### config.mk
export PLATFORM = sky130hd
export DESIGN_NAME = brcd_top
export DESIGN_NICKNAME = d
export VERILOG_FILES = /design/src/brcd_pkg.sv /design/src/brcd_char_decode.sv /design/src/brcd_top.sv
export SDC_FILE = /design/constraint.sdc
export NUM_CORES = 1
export LEC_CHECK = 0
export BUFFER_PORTS_ARGS = -buffer_cell sky130_fd_sc_hd__buf_2
export CAP_MARGIN = 20
export CORE_ASPECT_RATIO = 1.4
export CORE_MARGIN = 4
export CORE_UTILIZATION = 35
export DETAILED_ROUTE_END_ITERATION = 8
export PLACE_DENSITY_LB_ADDON = 0.2
export REMOVE_ABC_BUFFERS = 1
export SYNTH_ARGS = -nofsm -noshare
export SYNTH_HDL_FRONTEND = slang
export SYNTH_SLANG_ARGS = --single-unit
export TNS_END_PERCENT = 100
### constraint.sdc
create_clock -name ref_clk -period 1.9 [get_ports ref_clk]
set_clock_uncertainty 0.2 [all_clocks]
set_input_delay 0.19 -clock ref_clk [delete_from_list [all_inputs] [get_ports ref_clk]]
set_output_delay 0.19 -clock ref_clk [all_outputs]
set_load 0.01 [all_outputs]
### src/brcd_pkg.sv
// Package for the bus relay command decoder: character codes, field widths, reset values.
// Assumes a 7-bit character bus with strobe, qualifier and remote enable lines.
package brcd_pkg;
  localparam int BRCD_CHANNELS = 6;
  localparam logic [6:0] BRCD_CHAR_A = 7'h41;
  localparam logic [6:0] BRCD_CHAR_B = 7'h42;
  localparam logic [6:0] BRCD_DIGIT_ONE = 7'h31;
  localparam logic [6:0] BRCD_DIGIT_SIX = 7'h36;
  localparam logic [6:0] BRCD_LOCKOUT = 7'h11;
  localparam logic [1:0] BRCD_LISTEN_PREFIX = 2'h1;
  localparam logic [4:0] BRCD_ADDR_FORBIDDEN = 5'h1f;
  localparam logic [5:0] BRCD_RELAY_RESET = 6'h00;

  typedef struct packed {
    logic strobe;
    logic command_qualifier_n;
    logic remote_enable_n;
    logic [6:0] data;
  } brcd_char_s;

  typedef enum logic {BRCD_ROW_B, BRCD_ROW_A} brcd_row_e;
endpackage

### src/brcd_char_decode.sv
// Character classifier for the bus relay command decoder.
// Assumes one character per strobe, data stable while strobe is high.
`timescale 1ns/1ps
module brcd_char_decode
  import brcd_pkg::*;
(
  input wire logic [6:0] data,
  input wire logic [4:0] own_addr,
  output logic is_state_a,
  output logic is_state_b,
  output logic is_select,
  output logic [2:0] select_index,
  output logic is_own_listen,
  output logic is_lockout
);
  always_comb begin
    is_state_a = (data == BRCD_CHAR_A);
    is_state_b = (data == BRCD_CHAR_B);
    is_select = (data >= BRCD_DIGIT_ONE) && (data <= BRCD_DIGIT_SIX);
    select_index = 3'(data - BRCD_DIGIT_ONE);
    // All-ones switch setting never matches, it is not a legal address
    is_own_listen = (data[6:5] == BRCD_LISTEN_PREFIX) && (data[4:0] == own_addr)
      && (own_addr != BRCD_ADDR_FORBIDDEN);
    is_lockout = (data == BRCD_LOCKOUT);
  end
endmodule

### src/brcd_top.sv
// Bus relay command decoder: listener, remote/local control and six relay drives.
// Assumes synchronous inputs on ref_clk; one clean strobe pulse per bus character.
`timescale 1ns/1ps
module brcd_top
  import brcd_pkg::*;
#(
  parameter int CHANNELS = BRCD_CHANNELS
)(
  input wire logic ref_clk,
  input wire logic rst_n,
  input wire brcd_char_s bus_in,
  input wire logic [4:0] addr_switch,
  input wire logic [CHANNELS-1:0] panel_switch,
  input wire logic local_reset_press,
  output logic [CHANNELS-1:0] relay_row_a,
  output logic [CHANNELS-1:0] indicator,
  output logic remote_lamp,
  output logic listener_flag,
  output logic front_lockout,
  output logic local_reset
);
  logic is_state_a;
  logic is_state_b;
  logic is_select;
  logic [2:0] select_index;
  logic is_own_listen;
  logic is_lockout;
  brcd_row_e row_sel;
  logic [CHANNELS-1:0] relay;
  logic remote;
  logic cmd_take;
  logic addr_take;

  brcd_char_decode u_decode (
    .data(bus_in.data),
    .own_addr(addr_switch),
    .is_state_a(is_state_a),
    .is_state_b(is_state_b),
    .is_select(is_select),
    .select_index(select_index),
    .is_own_listen(is_own_listen),
    .is_lockout(is_lockout)
  );

  assign addr_take = bus_in.strobe && !bus_in.command_qualifier_n;
  // Relay programming only while addressed and qualifier high
  assign cmd_take = bus_in.strobe && bus_in.command_qualifier_n && listener_flag;

  always_ff @(posedge ref_clk) begin
    if (!rst_n) begin
      listener_flag <= 1'b0;
    end else if (addr_take) begin
      listener_flag <= is_own_listen;
    end
  end

  always_ff @(posedge ref_clk) begin
    if (!rst_n) begin
      remote <= 1'b0;
    end else if (bus_in.remote_enable_n) begin
      remote <= 1'b0;
    end else if (addr_take && is_own_listen) begin
      remote <= 1'b1;
    end
  end

  // Lockout taken in the addressed command group; remote enable high always lifts it
  always_ff @(posedge ref_clk) begin
    if (!rst_n) begin
      front_lockout <= 1'b0;
    end else if (bus_in.remote_enable_n) begin
      front_lockout <= 1'b0;
    end else if (addr_take && is_lockout && listener_flag) begin
      front_lockout <= 1'b1;
    end
  end

  always_ff @(posedge ref_clk) begin
    if (!rst_n) begin
      row_sel <= BRCD_ROW_A;
    end else if (cmd_take && is_state_a) begin
      row_sel <= BRCD_ROW_A;
    end else if (cmd_take && is_state_b) begin
      row_sel <= BRCD_ROW_B;
    end
  end

  // In local, relays follow switches; on entering remote nothing is reloaded
  always_ff @(posedge ref_clk) begin
    if (!rst_n) begin
      relay <= BRCD_RELAY_RESET;
    end else if (!remote) begin
      relay <= panel_switch;
    end else if (cmd_take && is_select && (int'(select_index) < CHANNELS)) begin
      relay[select_index] <= (row_sel == BRCD_ROW_A);
    end
  end

  always_ff @(posedge ref_clk) begin
    if (!rst_n) begin
      relay_row_a <= BRCD_RELAY_RESET;
      indicator <= BRCD_RELAY_RESET;
      remote_lamp <= 1'b0;
      local_reset <= 1'b0;
    end else begin
      relay_row_a <= relay;
      indicator <= relay;
      remote_lamp <= remote;
      local_reset <= local_reset_press && !front_lockout;
    end
  end
endmodule

# [Word-level counts from Yosys, hierarchy flattened]
# Index checks and enable logic that the tools add are counted.
[op_classes] n_reduce_logical=19 bitwise_logic=1 n_eq_ne=7 add_sub_neg=1 order_cmp=5 muxes=5
[ops] operator="logical AND 1 bit" count=15
[ops] operator="== test 7 bit (second input constant)" count=2
[ops] operator="2-to-1 mux 6 bit" count=2
[ops] operator="== test 7 x 5 -> 1 bit (second input constant)" count=1
[ops] operator="greater-or-equal comparator 7 x 6 -> 1 bit (second input constant)" count=1
[ops] operator="less-or-equal comparator 7 x 6 -> 1 bit (second input constant)" count=1
[ops] operator="bitwise mux 6 bit" count=1
[ops] operator="== test 5 bit" count=1
[ops] operator="inequality test 5 bit (second input constant)" count=1
[ops] operator="< comparator 3 x 4 -> 1 bit (second input constant)" count=1
[ops] operator="OR reduction 2 bit" count=2
[ops] operator="demux 1 bit (select 3 bit)" count=1
[ops] operator="greater-or-equal comparator 3 x 1 -> 1 bit (second input constant)" count=1
[ops] operator="< comparator 3 bit (second input constant)" count=1
[ops] operator="subtractor 3 x 1 -> 3 bit (second input constant)" count=1
[ops] operator="== test 2 x 1 -> 1 bit (second input constant)" count=1
[ops] operator="zero test 1 bit" count=2
[ops] operator="inequality test 2 x 1 -> 1 bit (second input constant)" count=1
[ops] operator="2-to-1 mux 1 bit" count=1
[ops] operator="inverter 1 bit" count=1
[word_totals] word_cells=46 in_bits=24 reg_bits=18 out_inout_bits=16

# [Longest topological paths before layout]
# Gate-level depths: netlist of run 1.
[logic_depth] ltp_word=8 ltp_mapped=7 mapped_depth_nobuf=7

# [Cells and area by module]
# A second synthesis of run 1 with hierarchy kept.
[hier_totals] hier_cells=111 area_unflattened_um2=984.7
[by_module_without_submodules] module="brcd_top" area_each_um2=758.2 cells_each=81 instances=1 seq_area_each_um2=360.3
[by_module_without_submodules] module="brcd_char_decode" area_each_um2=226.5 cells_each=30 instances=1 seq_area_each_um2=0.0

# [Least setup slack after synthesis of run 1]
# Ideal clock, no wire load.
[synth_path] kind="input port to flip-flop" startpoint="input bus_in[1] (netlist bit)" endpoint="register relay[0]" required_ns=1.628 arrival_time_ns=1.571 path_stages=7 path_buffers=0 slack_ns=0.058 setup_time_ns=0.072 cell_sequence="inv_1 > ha_1 > nand2b_1 > a311o_1 > a211o_1 > o21ai_0 > mux2i_1"
[synth_between] elab_chain_len=8 elab_cells_between_ends=16 classes_between="add/sub: 1; order compare: 5; eq/ne: 1; mux: 5; reduce/logical: 4"
[synth_lines] item="from (decl)" line="brcd_top.sv:11" source="input wire brcd_char_s bus_in,"
[synth_lines] item="subtractor 3 x 1 -> 3 bit" line="brcd_char_decode.sv:20" source="select_index = 3'(data - BRCD_DIGIT_ONE);"
[synth_lines] item="< comparator 3 x 4 -> 1 bit (implied by the code) or greater-or-equal comparator 3 x 1 -> 1 bit (tied branches)" line="brcd_top.sv:95" source="relay[select_index] <= (row_sel == BRCD_ROW_A);"
[synth_lines] item="logical AND 1 bit (implied by the code)" line="brcd_top.sv:95"
[synth_lines] item="2-to-1 mux 1 bit (implied by the code)" line="brcd_top.sv:95"
[synth_lines] item="demux 1 bit (select 3 bit)" line="brcd_top.sv:95"
[synth_lines] item="bitwise mux 6 bit" line="brcd_top.sv:95"
[synth_lines] item="2-to-1 mux 6 bit" line="brcd_top.sv:94" source="end else if (cmd_take && is_select && (int'(select_index) < CHANNELS)) begin"
[synth_lines] item="2-to-1 mux 6 bit" line="brcd_top.sv:92" source="end else if (!remote) begin"
[synth_lines] item="to (signal assigned)" line="brcd_top.sv:93" source="relay <= panel_switch;"
[synth_lines] item="to (signal, indexed assignment)" line="brcd_top.sv:95"
[synth_lines] item="to (decl)" line="brcd_top.sv:29" source="logic [CHANNELS-1:0] relay;"
# Parallel ways exist; a longest one is shown, timed or not. The select of a mux whose other input is x is not followed.
# A chain may end at the register's enable or synchronous reset.

# [Worst setup path after layout of run 1]
[layout_path] startpoint="input bus_in[1] (netlist bit)" endpoint="register relay[2]"
# The elaborated chain is that of the path after synthesis.

==> results of run 1 <==
## timing repair
item / in CTS / in global routing
gates resized for setup: 0 / 6
buffers inserted: 0 / 0
endpoints found under the setup margin: 0 / 3
hold endpoints to repair: 4 / 0
hold buffers: 3 / 0
## how the worst max path moves through the flow
stage | startpoint | to | slack, ns
after global routing | listener_flag | relay[3] | 0.05
after detailed placement | bus_in[1] | relay[0] | -0.14
after global placement | bus_in[1] | relay[1] | -0.11
after CTS | listener_flag | relay[0] | 0.13
final | bus_in[1] | relay[2] | 0.15
after floorplan | bus_in[1] | relay[0] | 0.06
## kinds of logic (layout without fill, tap and decap cells)
| family | Yosys count | after routing | share of synthesized area |
|---|---|---|---|
| AO/OA/AOI/OAI | 22 | 22 | 0.1794 |
| XOR/XNOR | 6 | 6 | 0.05541 |
| adder cells (fa/ha/maj) | 3 | 3 | 0.03958 |
| buffers and inverters | 19 | 66 | 0.09894 |
| flip-flops | 18 | 18 | 0.3800 |
| multiplexers | 6 | 6 | 0.06333 |
| AND/OR/NAND/NOR | 35 | 35 | 0.1834 |
## layer usage
metal | share of wire | GRT usage | up-vias
met1 | 0.43 | 0.1461 | 403
met3 | 0.054 | 0.02366 | 4
met5 | 0 | 0 | -
met2 | 0.50 | 0.2084 | 29
met4 | 0.017 | 0.06706 | 0
li1 | - | - | 464
## power groups by stage
| stage | registers [µW] | clock network (µW) | logic, µW |
|---|---|---|---|
| floorplan | 410 | 0 | 51.8 |
| global placement | 403 | 0 | 129 |
| detailed placement | 403 | 0 | 131 |
| CTS | 395 | 240 | 137 |
| global route | 396 | 258 | 156 |
| finish | 394 | 231 | 140 |
## registers in the layout (all words and copies together) (netlist names)
register       flops
relay              6
remote_lamp        1
local_reset        1
listener_flag      1
remote             1
indicator          6
row_sel            1
front_lockout      1
## cell usage in the layout, fill, tap and decap left out, drive strengths merged, types with 5 or more instances in the layout
master	count
o21ai	7
inv	10
mux2i	6
buf	49
xor2	5
nand2	13
dfxtp	18
nor2	5
## tightest hold or removal path: stages
cell     delay (ns)
buf_2          0.08
o21ai_0        0.07
a21oi_1        0.12
## per-stage QoR
| stage | std cells | util | hold WS (ns) |
|---|---|---|---|
| 2_1_floorplan | 100 | - | 0.1038 |
| 4_1_cts | 192 | 0.4871 | 0.0004719 |
| 3_3_place_gp | 185 | 0.4617 | 0.2054 |
| 6_report | 192 | 0.4962 | 0.005129 |
| 5_1_grt | 192 | 0.4962 | 0.02368 |
| 3_5_place_dp | 185 | 0.4617 | 0.2106 |
## area by class of cell
class	count	share of cell area
Clock buffer	4	0.02797
Inverter	10	0.02893
Multi-Input combinational cell	72	0.3983
Sequential cell	18	0.2787
Tap cell	36	0.03472
Timing Repair Buffer	52	0.2314
==> run metrics, run 1 <==
Synth area leader=dfxtp_1; Starting DRT DRC Count=27; # diodes=0; r2r endpoint=relay[2]; layout cells sized above 1=0.3782; pre-CTS worst setup slack=-0.1429 ns; num rows=22; post-synth cell types=29; crit-path max FO=4; Post-synth top flop=dfxtp_1; TritonCTS clock tree=yes; CP max stage cell=a311o_1; Commonest cells post-synth=dfxtp_1, nand2_1, inv_1; slowest stage delay, CP=0.43 ns; level count of the clock H-tree=1; RSZ-0062 raised after global routing=no; LEAKAGE=0.0006457 µW; gr usage total=0.1254; Ys Warns=0; largest net degree at the start of global routing=16; Post-synth EDFFs=0; status=complete, no violations; Placed Instance Area=0.001207 mm²; Vias per Instance=4.688; # setup viols final=0; Max Fclk=0.5713 GHz; first-pass GRT wire length=3532 µm; drt total wl=2060 µm; CTS root buf=clkbuf_4; Min-Delay Path Depth=3; ys async rst share=0; core footprint=0.002615 mm²; # IOs=40; count of pins over their slew limit=0; vias in the first global route=876; final worst-path setup slack=0.1495 ns; Hold EP=relay[4]; sequential cell area=361.6 µm²; most common cell in the synthesized netlist=dfxtp_1; DR WL/cell=10.73 µm; hold_sp=panel_switch[4]; register bit total from synthesis=18; grt total ovfl=0; clk sinks=18; Slew Limit Headroom=0.5592; Top delay family on crit path=compound AO/OA/AOI/OAI gates; share of the synthesized area in the top cell type=0.3799; crit end category=flip-flop; die height=69.59 µm; filler cell count=258; Post-Syn Instances=109; HP Class=input pin to flip-flop; die area=0.003618 mm²; Reg-to-Reg Start=listener_flag; Worst Reg-to-Reg Cells=5; net load switching power=188.8 µW; nets@finish=184; Placer Congestion=0.7624; Final min period=1.750 ns; ANT nets after route=0; CP bufs+invs=2; Max Buffers Root-to-Sink=2; IO Port Bufs=39; Fin. Hold Viols=0; total power=765.6 µW; main area contributors after synthesis=dfxtp_1, mux2i_1, nand2_1; Max Cap Violations=0; placed wire-length estimate=1650 µm; Crit path arrival time=1.78 ns; DRC=0; clock share of power=0.302; drt first pass iters=4; Power Dens Cells=590.0 mW/mm²; startpoint types=input pin; Int Pwr=576.7 µW; Least-Margin Pin Slew=0.6544 ns; Seq/Total Area, Yosys=0.3799; Comb pwr share=0.183; Max IR drop VDD=0.3024 mV; clock latency at the later pin of the worst-skew pair=0.28 ns; r2r setup slk=0.19 ns; switch share=0.2467; routed via count=900; period utilization=0.9213; Flop pwr share=0.515; synth-to-layout area growth=36.81%; Num CTS Buffers=3; WS Path Type=input pin to flip-flop; cell area after synthesis=948.4 µm²; clk slew on worst S/H paths=0.10 ns; area of the multi-input gates=516.7 µm²; Mapped Avg Cell Area=8.701 µm²; Cell Chain, Critical Path=buf_2 -> inv_1 -> ha_1 -> nand2b_1 -> a311o_1 -> a211o_1 -> o21ai_0 -> mux2i_1; Die Width=52.00 µm; Critical Path RT=1.93 ns; initial antenna violation count=0; WP depth=8; Finished Cell Area=0.001297 mm²; starting density of the core=0.3627; setup TNS=0 ns
(Power assumes the default switching activity.)
==> inputs of run 2 (changes only) <==
==> constraint.sdc (replaced) <==
create_clock -name ref_clk -period 1.7 [get_ports ref_clk]
set_clock_uncertainty 0.2 [all_clocks]
set_input_delay 0.17 -clock ref_clk [delete_from_list [all_inputs] [get_ports ref_clk]]
set_output_delay 0.17 -clock ref_clk [all_outputs]
set_load 0.01 [all_outputs]
==> run 2 against run 1 <==
  * Highest routed layer unchanged
  * Critical path depth did not move
  * Final cell count rose by 4.7%
  * Non-clock buffer count rose by 9
  * Sequential share of layout area fell by 2.1 points
  * Sequential cell count did not move
==> run metrics, run 2 (same netlist as run 1, synthesis figures left out) <==
placed wire-length estimate=1838 µm (was 1650 µm); clock latency at the later pin of the worst-skew pair=0.29 ns (was 0.28 ns); TritonCTS clock tree=yes (unchanged); crit-path max FO=4 (unchanged); count of pins over their slew limit=0 (unchanged); Slew Limit Headroom=0.6804 (was 0.5592); Max Fclk=0.5963 GHz; Crit path arrival time=1.71 ns (was 1.78 ns); Max Buffers Root-to-Sink=2 (unchanged); Int Pwr=659.0 µW (was 576.7 µW); fin cells=201 (was 192); Starting DRT DRC Count=5 (was 27); Final min period=1.677 ns; routed via count=945 (was 900); layout cells sized above 1=0.4303 (was 0.3782); net load switching power=220.8 µW (was 188.8 µW); IO Port Bufs=39 (unchanged); Die Width=52.00 µm (unchanged); r2r setup slk=0.08 ns (was 0.19 ns); die height=69.59 µm (unchanged); Num CTS Buffers=3 (unchanged); num rows=22 (unchanged); synth-to-layout area growth=47.49% (was 36.81%); RSZ-0062 raised after global routing=yes (was no); Placer Congestion=0.7992 (was 0.7624); Least-Margin Pin Slew=0.4730 ns (was 0.6544 ns); clk slew on worst S/H paths=0.10 ns (about the same); # setup viols final=0 (unchanged); Critical Path RT=1.73 ns (was 1.93 ns); status=complete, no violations (unchanged); drt first pass iters=4 (unchanged); Finished Cell Area=0.001399 mm² (was 0.001297 mm²); crit end category=flip-flop (unchanged); # diodes=0 (unchanged); WS Path Type=input pin to flip-flop (unchanged); starting density of the core=0.3627 (unchanged); drt total wl=2235 µm (was 2060 µm); LEAKAGE=0.0006996 µW (was 0.0006457 µW); Flop pwr share=0.501 (was 0.515); Comb pwr share=0.202 (was 0.183); Vias per Instance=4.701 (was 4.688); ANT nets after route=0 (unchanged); switch share=0.2509 (was 0.2467); initial antenna violation count=0 (unchanged); clk sinks=18 (unchanged); gr usage total=0.1374 (was 0.1254); Max Cap Violations=0 (unchanged); core footprint=0.002615 mm² (unchanged); grt total ovfl=0 (unchanged); first-pass GRT wire length=3836 µm (was 3532 µm); largest net degree at the start of global routing=16 (unchanged); CTS root buf=clkbuf_4 (unchanged); # IOs=40 (unchanged); nets@finish=193 (was 184); Layout Utilization=0.5349 (was 0.4962); level count of the clock H-tree=1 (unchanged); largest registers=indicator x6, relay x6 (unchanged); Max IR drop VDD=0.3139 mV (was 0.3024 mV); Placed Instance Area=0.001275 mm² (was 0.001207 mm²); HP Class=input pin to flip-flop (unchanged); vias in the first global route=939 (was 876); placed insts=194 (was 185); Power Dens Cells=629.0 mW/mm² (was 590.0 mW/mm²); period utilization=0.9864; die area=0.003618 mm² (unchanged); startpoint types=input pin (unchanged); DRC=0 (unchanged); DR WL/cell=11.12 µm (was 10.73 µm); most common cell after layout, fill and taps aside=buf_2 (unchanged); clock share of power=0.297 (was 0.302); Fin. Hold Viols=0 (unchanged); most frequent cells in the layout=buf_2, buf_4, dfxtp_1, nand2_1, inv_1 (was buf_2, dfxtp_1, nand2_1, inv_1, buf_4)
[run 2: cell count changes in the layout (fill, tap and decap cells not counted), sizes merged]
cell,before,now
buf,49,57
clkbuf,4,5
[run 2: worst paths after layout]
kind,from,end,depth (start not counted)
hold / removal,panel_switch[5],relay[5],3
hold reg to reg,relay[1],indicator[1],2
setup / recovery,bus_in[1],relay[3],8
setup reg to reg,listener_flag,relay[5],5
[run 2: routing by layer]
metal | part of all wire | track usage | routed length (µm)
met2 | 0.55 | 0.2503 | 1230
met4 | 0.016 | 0.06122 | 36
met1 | 0.37 | 0.1485 | 826
met5 | 0 | 0 | 0
met3 | 0.063 | 0.01935 | 141
[run 2: worst max-delay path: stages]
cell	delay (ns)
buf_6	0.10
inv_4	0.05
ha_4	0.13
nand2b_1	0.05
a311o_1	0.39
a211o_1	0.39
o31ai_2	0.23
mux2i_1	0.20
[run 2: power groups by stage]
stage                     combinational [µW]  clock [µW]  sequential (µW)
after floorplan                         57.9           0              458
after global placement                   156           0              451
after detailed placement                 161           0              451
after CTS                                174         273              441
after global routing                     198         288              443
final                                    178         261              441
[run 2: cell type report]
class	instances	area, µm²
Clock buffer	4	36.28
Inverter	10	40.04
Multi-Input combinational cell	72	540.5
Sequential cell	18	360.3
Tap cell	36	45.04
Timing Repair Buffer	61	376.6
Fill cell	248	1216
[run 2: through the flow]
| step | hold slack, ns | setup WS [ns] | TNS [ns] | power [µW] |
|---|---|---|---|---|
| detailed placement | 0.2000 | -0.3410 | -1.820 | 611.8 |
| finish | 0.004308 | 0.02309 | 0 | 879.8 |
| floorplan | 0.08379 | -0.1229 | -0.6736 | 515.7 |
| CTS | 0.006179 | 0.003522 | 0 | 887.9 |
| global placement | 0.1846 | -0.2862 | -1.566 | 606.9 |
| global route | 0.01153 | -0.04810 | -0.09451 | 928.4 |
[run 2: repair_timing]
action | 4_1_cts | 5_1_grt
hold buffers | 3 | 0
hold endpoints to repair | 4 | 0
setup endpoints to repair | 2 | 6
pin swaps | 4 | 3
resized for setup | 8 | 7
setup buffers | 0 | 0
==> inputs of run 3 (changes only) <==
--- a/config.mk
+++ b/config.mk
@@ -5,7 +5,7 @@
 export SDC_FILE = /design/constraint.sdc
 export NUM_CORES = 1
 export LEC_CHECK = 0
-export BUFFER_PORTS_ARGS = -buffer_cell sky130_fd_sc_hd__buf_2
+export BUFFER_PORTS_ARGS = -buffer_cell sky130_fd_sc_hd__clkbuf_2
 export CAP_MARGIN = 20
 export CORE_ASPECT_RATIO = 1.4
 export CORE_MARGIN = 4
==> run 3 against run 2 <==
  * Register-to-register slack lost 0.04 ns
  * Highest routed layer unchanged
  * Sequential cell count is the same
  * Clock-buffer cell count is the same
  * Largest power group unchanged
  * Via count is 2.6% higher
  * Global-route usage fell by 0.26 points
  * Non-clock buffer count rose by 3
  * Maximum frequency rose by 0.17%
  * Hold slack better by 0.0092 ns
  * Die area unchanged
  * Clock power increased by 2%
  * Power increased by 2.1%
  * First-iteration DRC count grew to 3.0 times the previous value
==> run metrics, run 3 (same netlist as run 1, synthesis figures left out) <==
TritonCTS clock tree=yes (unchanged); area of the multi-input gates=581.8 µm² (was 540.5 µm²); most common cell after layout, fill and taps aside=clkbuf_2 (was buf_2); Max Buffers Root-to-Sink=2 (unchanged); num rows=22 (unchanged); most frequent cells in the layout=clkbuf_2, buf_4, dfxtp_1, nand2_1, inv_1 (was buf_2, buf_4, dfxtp_1, nand2_1, inv_1); clock latency at the later pin of the worst-skew pair=0.29 ns (about the same); CTS root buf=clkbuf_4 (unchanged); Placer Congestion=0.7646 (was 0.7992); largest net degree at the start of global routing=16 (unchanged); count of pins over their slew limit=0 (unchanged); Vias per Instance=4.755 (was 4.701); clk sinks=18 (unchanged); GR Layer Usage met1=0.1472 (was 0.1485); startpoint types=input pin (unchanged); core footprint=0.002615 mm² (unchanged); routed via count=970 (was 945); largest registers=indicator x6, relay x6 (unchanged); drt first pass iters=4 (unchanged); Worst Reg-to-Reg Cells=5 (unchanged); start point of the critical path=bus_in[1] (unchanged); Critical Path RT=1.73 ns (about the same); Slew Limit Headroom=0.6635 (was 0.6804); gr busiest metal=met2 (unchanged); setup TNS=0 ns (unchanged); filler cell count=244 (was 248); level count of the clock H-tree=1 (unchanged); # setup viols final=0 (unchanged); vias in the first global route=937 (was 939); layout cells sized above 1=0.4524 (was 0.4303); Final min period=1.674 ns (was 1.677 ns); Max Cap Violations=0 (unchanged); nets@finish=196 (was 193); Crit path arrival time=1.71 ns (about the same); RSZ-0062 raised after global routing=yes (unchanged); r2r setup slk=0.04 ns (was 0.08 ns); Num CTS Buffers=3 (unchanged); Power Dens Cells=609.5 mW/mm² (was 629.0 mW/mm²); sequential cell area=361.6 µm² (was 360.3 µm²); Least-Margin Pin Slew=0.5013 ns (was 0.4730 ns); IO Port Bufs=39 (unchanged); ANT nets after route=0 (unchanged); die area=0.003618 mm² (unchanged); Die Width=52.00 µm (unchanged); first-pass GRT wire length=3815 µm (was 3836 µm); # IOs=40 (unchanged); Starting DRT DRC Count=15 (was 5); Fin. Hold Viols=0 (unchanged); Max IR drop VDD=0.3307 mV (was 0.3139 mV); gr usage total=0.1348 (was 0.1374); synth-to-layout area growth=55.41% (was 47.49%); initial antenna violation count=0 (unchanged); hold_sp=bus_in[9] (was panel_switch[5]); DRC=0 (unchanged); HP Class=input pin to flip-flop (unchanged); LEAKAGE=0.0007138 µW (was 0.0006996 µW); period utilization=0.9848 (was 0.9864); Layout Utilization=0.5636 (was 0.5349); Reg-to-Reg Start=listener_flag (unchanged); starting density of the core=0.3627 (unchanged); drt total wl=2384 µm (was 2235 µm); worst hold slack=0.01355 ns (was 0.004308 ns); Placed Instance Area=0.001267 mm² (was 0.001275 mm²); grt total ovfl=0 (unchanged); Min-Delay Path Depth=4 (was 3); Max Fclk=0.5973 GHz (was 0.5963 GHz); met3 usage=0.01935 (unchanged); DR WL/cell=11.69 µm (was 11.12 µm); Finished Cell Area=0.001474 mm² (was 0.001399 mm²); global routing usage on met2=0.2392 (was 0.2503); # diodes=0 (unchanged); WS Path Type=input pin to flip-flop (unchanged); placed wire-length estimate=1847 µm (was 1838 µm); clk slew on worst S/H paths=0.10 ns (about the same); status=complete, no violations (unchanged); crit end category=flip-flop (unchanged); die height=69.59 µm (unchanged); crit-path max FO=4 (unchanged)
[run 3: cell count changes in the layout (fill, tap and decap cells not counted), moves of 2 or more]
cell	change
buf_2	-37
clkbuf_2	+38
inv_2	+2
o21ai_0	+2
[run 3: cell type report]
cell class	instances	share of cell area
multi-input combinational	72	0.3947
timing repair buffer	64	0.2793
sequential	18	0.2453
tap	36	0.03056
inverter	10	0.02547
clock buffer	4	0.02462
[run 3: metal layers]
layer	vias up	part of all wire	wire length, µm
met2	31	0.55	1314
li1	495	-	-
met5	-	0	0
met3	5	0.055	130
met4	0	0.023	55
met1	439	0.37	884
[run 3: final timing paths]
path / endpoint
setup / recovery: relay[3]
hold / removal: listener_flag
setup reg to reg: relay[3]
hold reg to reg: indicator[2]
[run 3: what timing repair did]
item                       4_1_cts  5_1_grt
hold buffers                     4        0
resized for setup                1       19
pin swaps                        2        6
setup buffers                    0        3
setup endpoints to repair        3        6
hold endpoints to repair         5        0
cloned                           0        0
[run 3: per-stage QoR]
step                instances  power [µW]  worst slack, ns
floorplan                 100       515.7          -0.1229
global placement          193       605.5          -0.2713
detailed placement        193       609.8          -0.3235
CTS                       201       883.4         0.002524
global route              204       954.4         -0.05325
finish                    204       898.3          0.02592
[run 3: power breakdown]
part           switching (µW)  internal, µW  leakage (µW)  total [µW]
logic                    92.3           100      0.000544         192
clock network             134           131     0.0000210         265
registers                5.02           436      0.000148         441
total                     231           667      0.000714         898
[run 3: worst max-delay path, cell delays in order]
cell	delay (ns)
clkbuf_2	0.09
inv_2	0.08
ha_4	0.13
nand2b_1	0.05
a311o_1	0.38
a211o_1	0.33
o31ai_2	0.26
mux2i_1	0.22
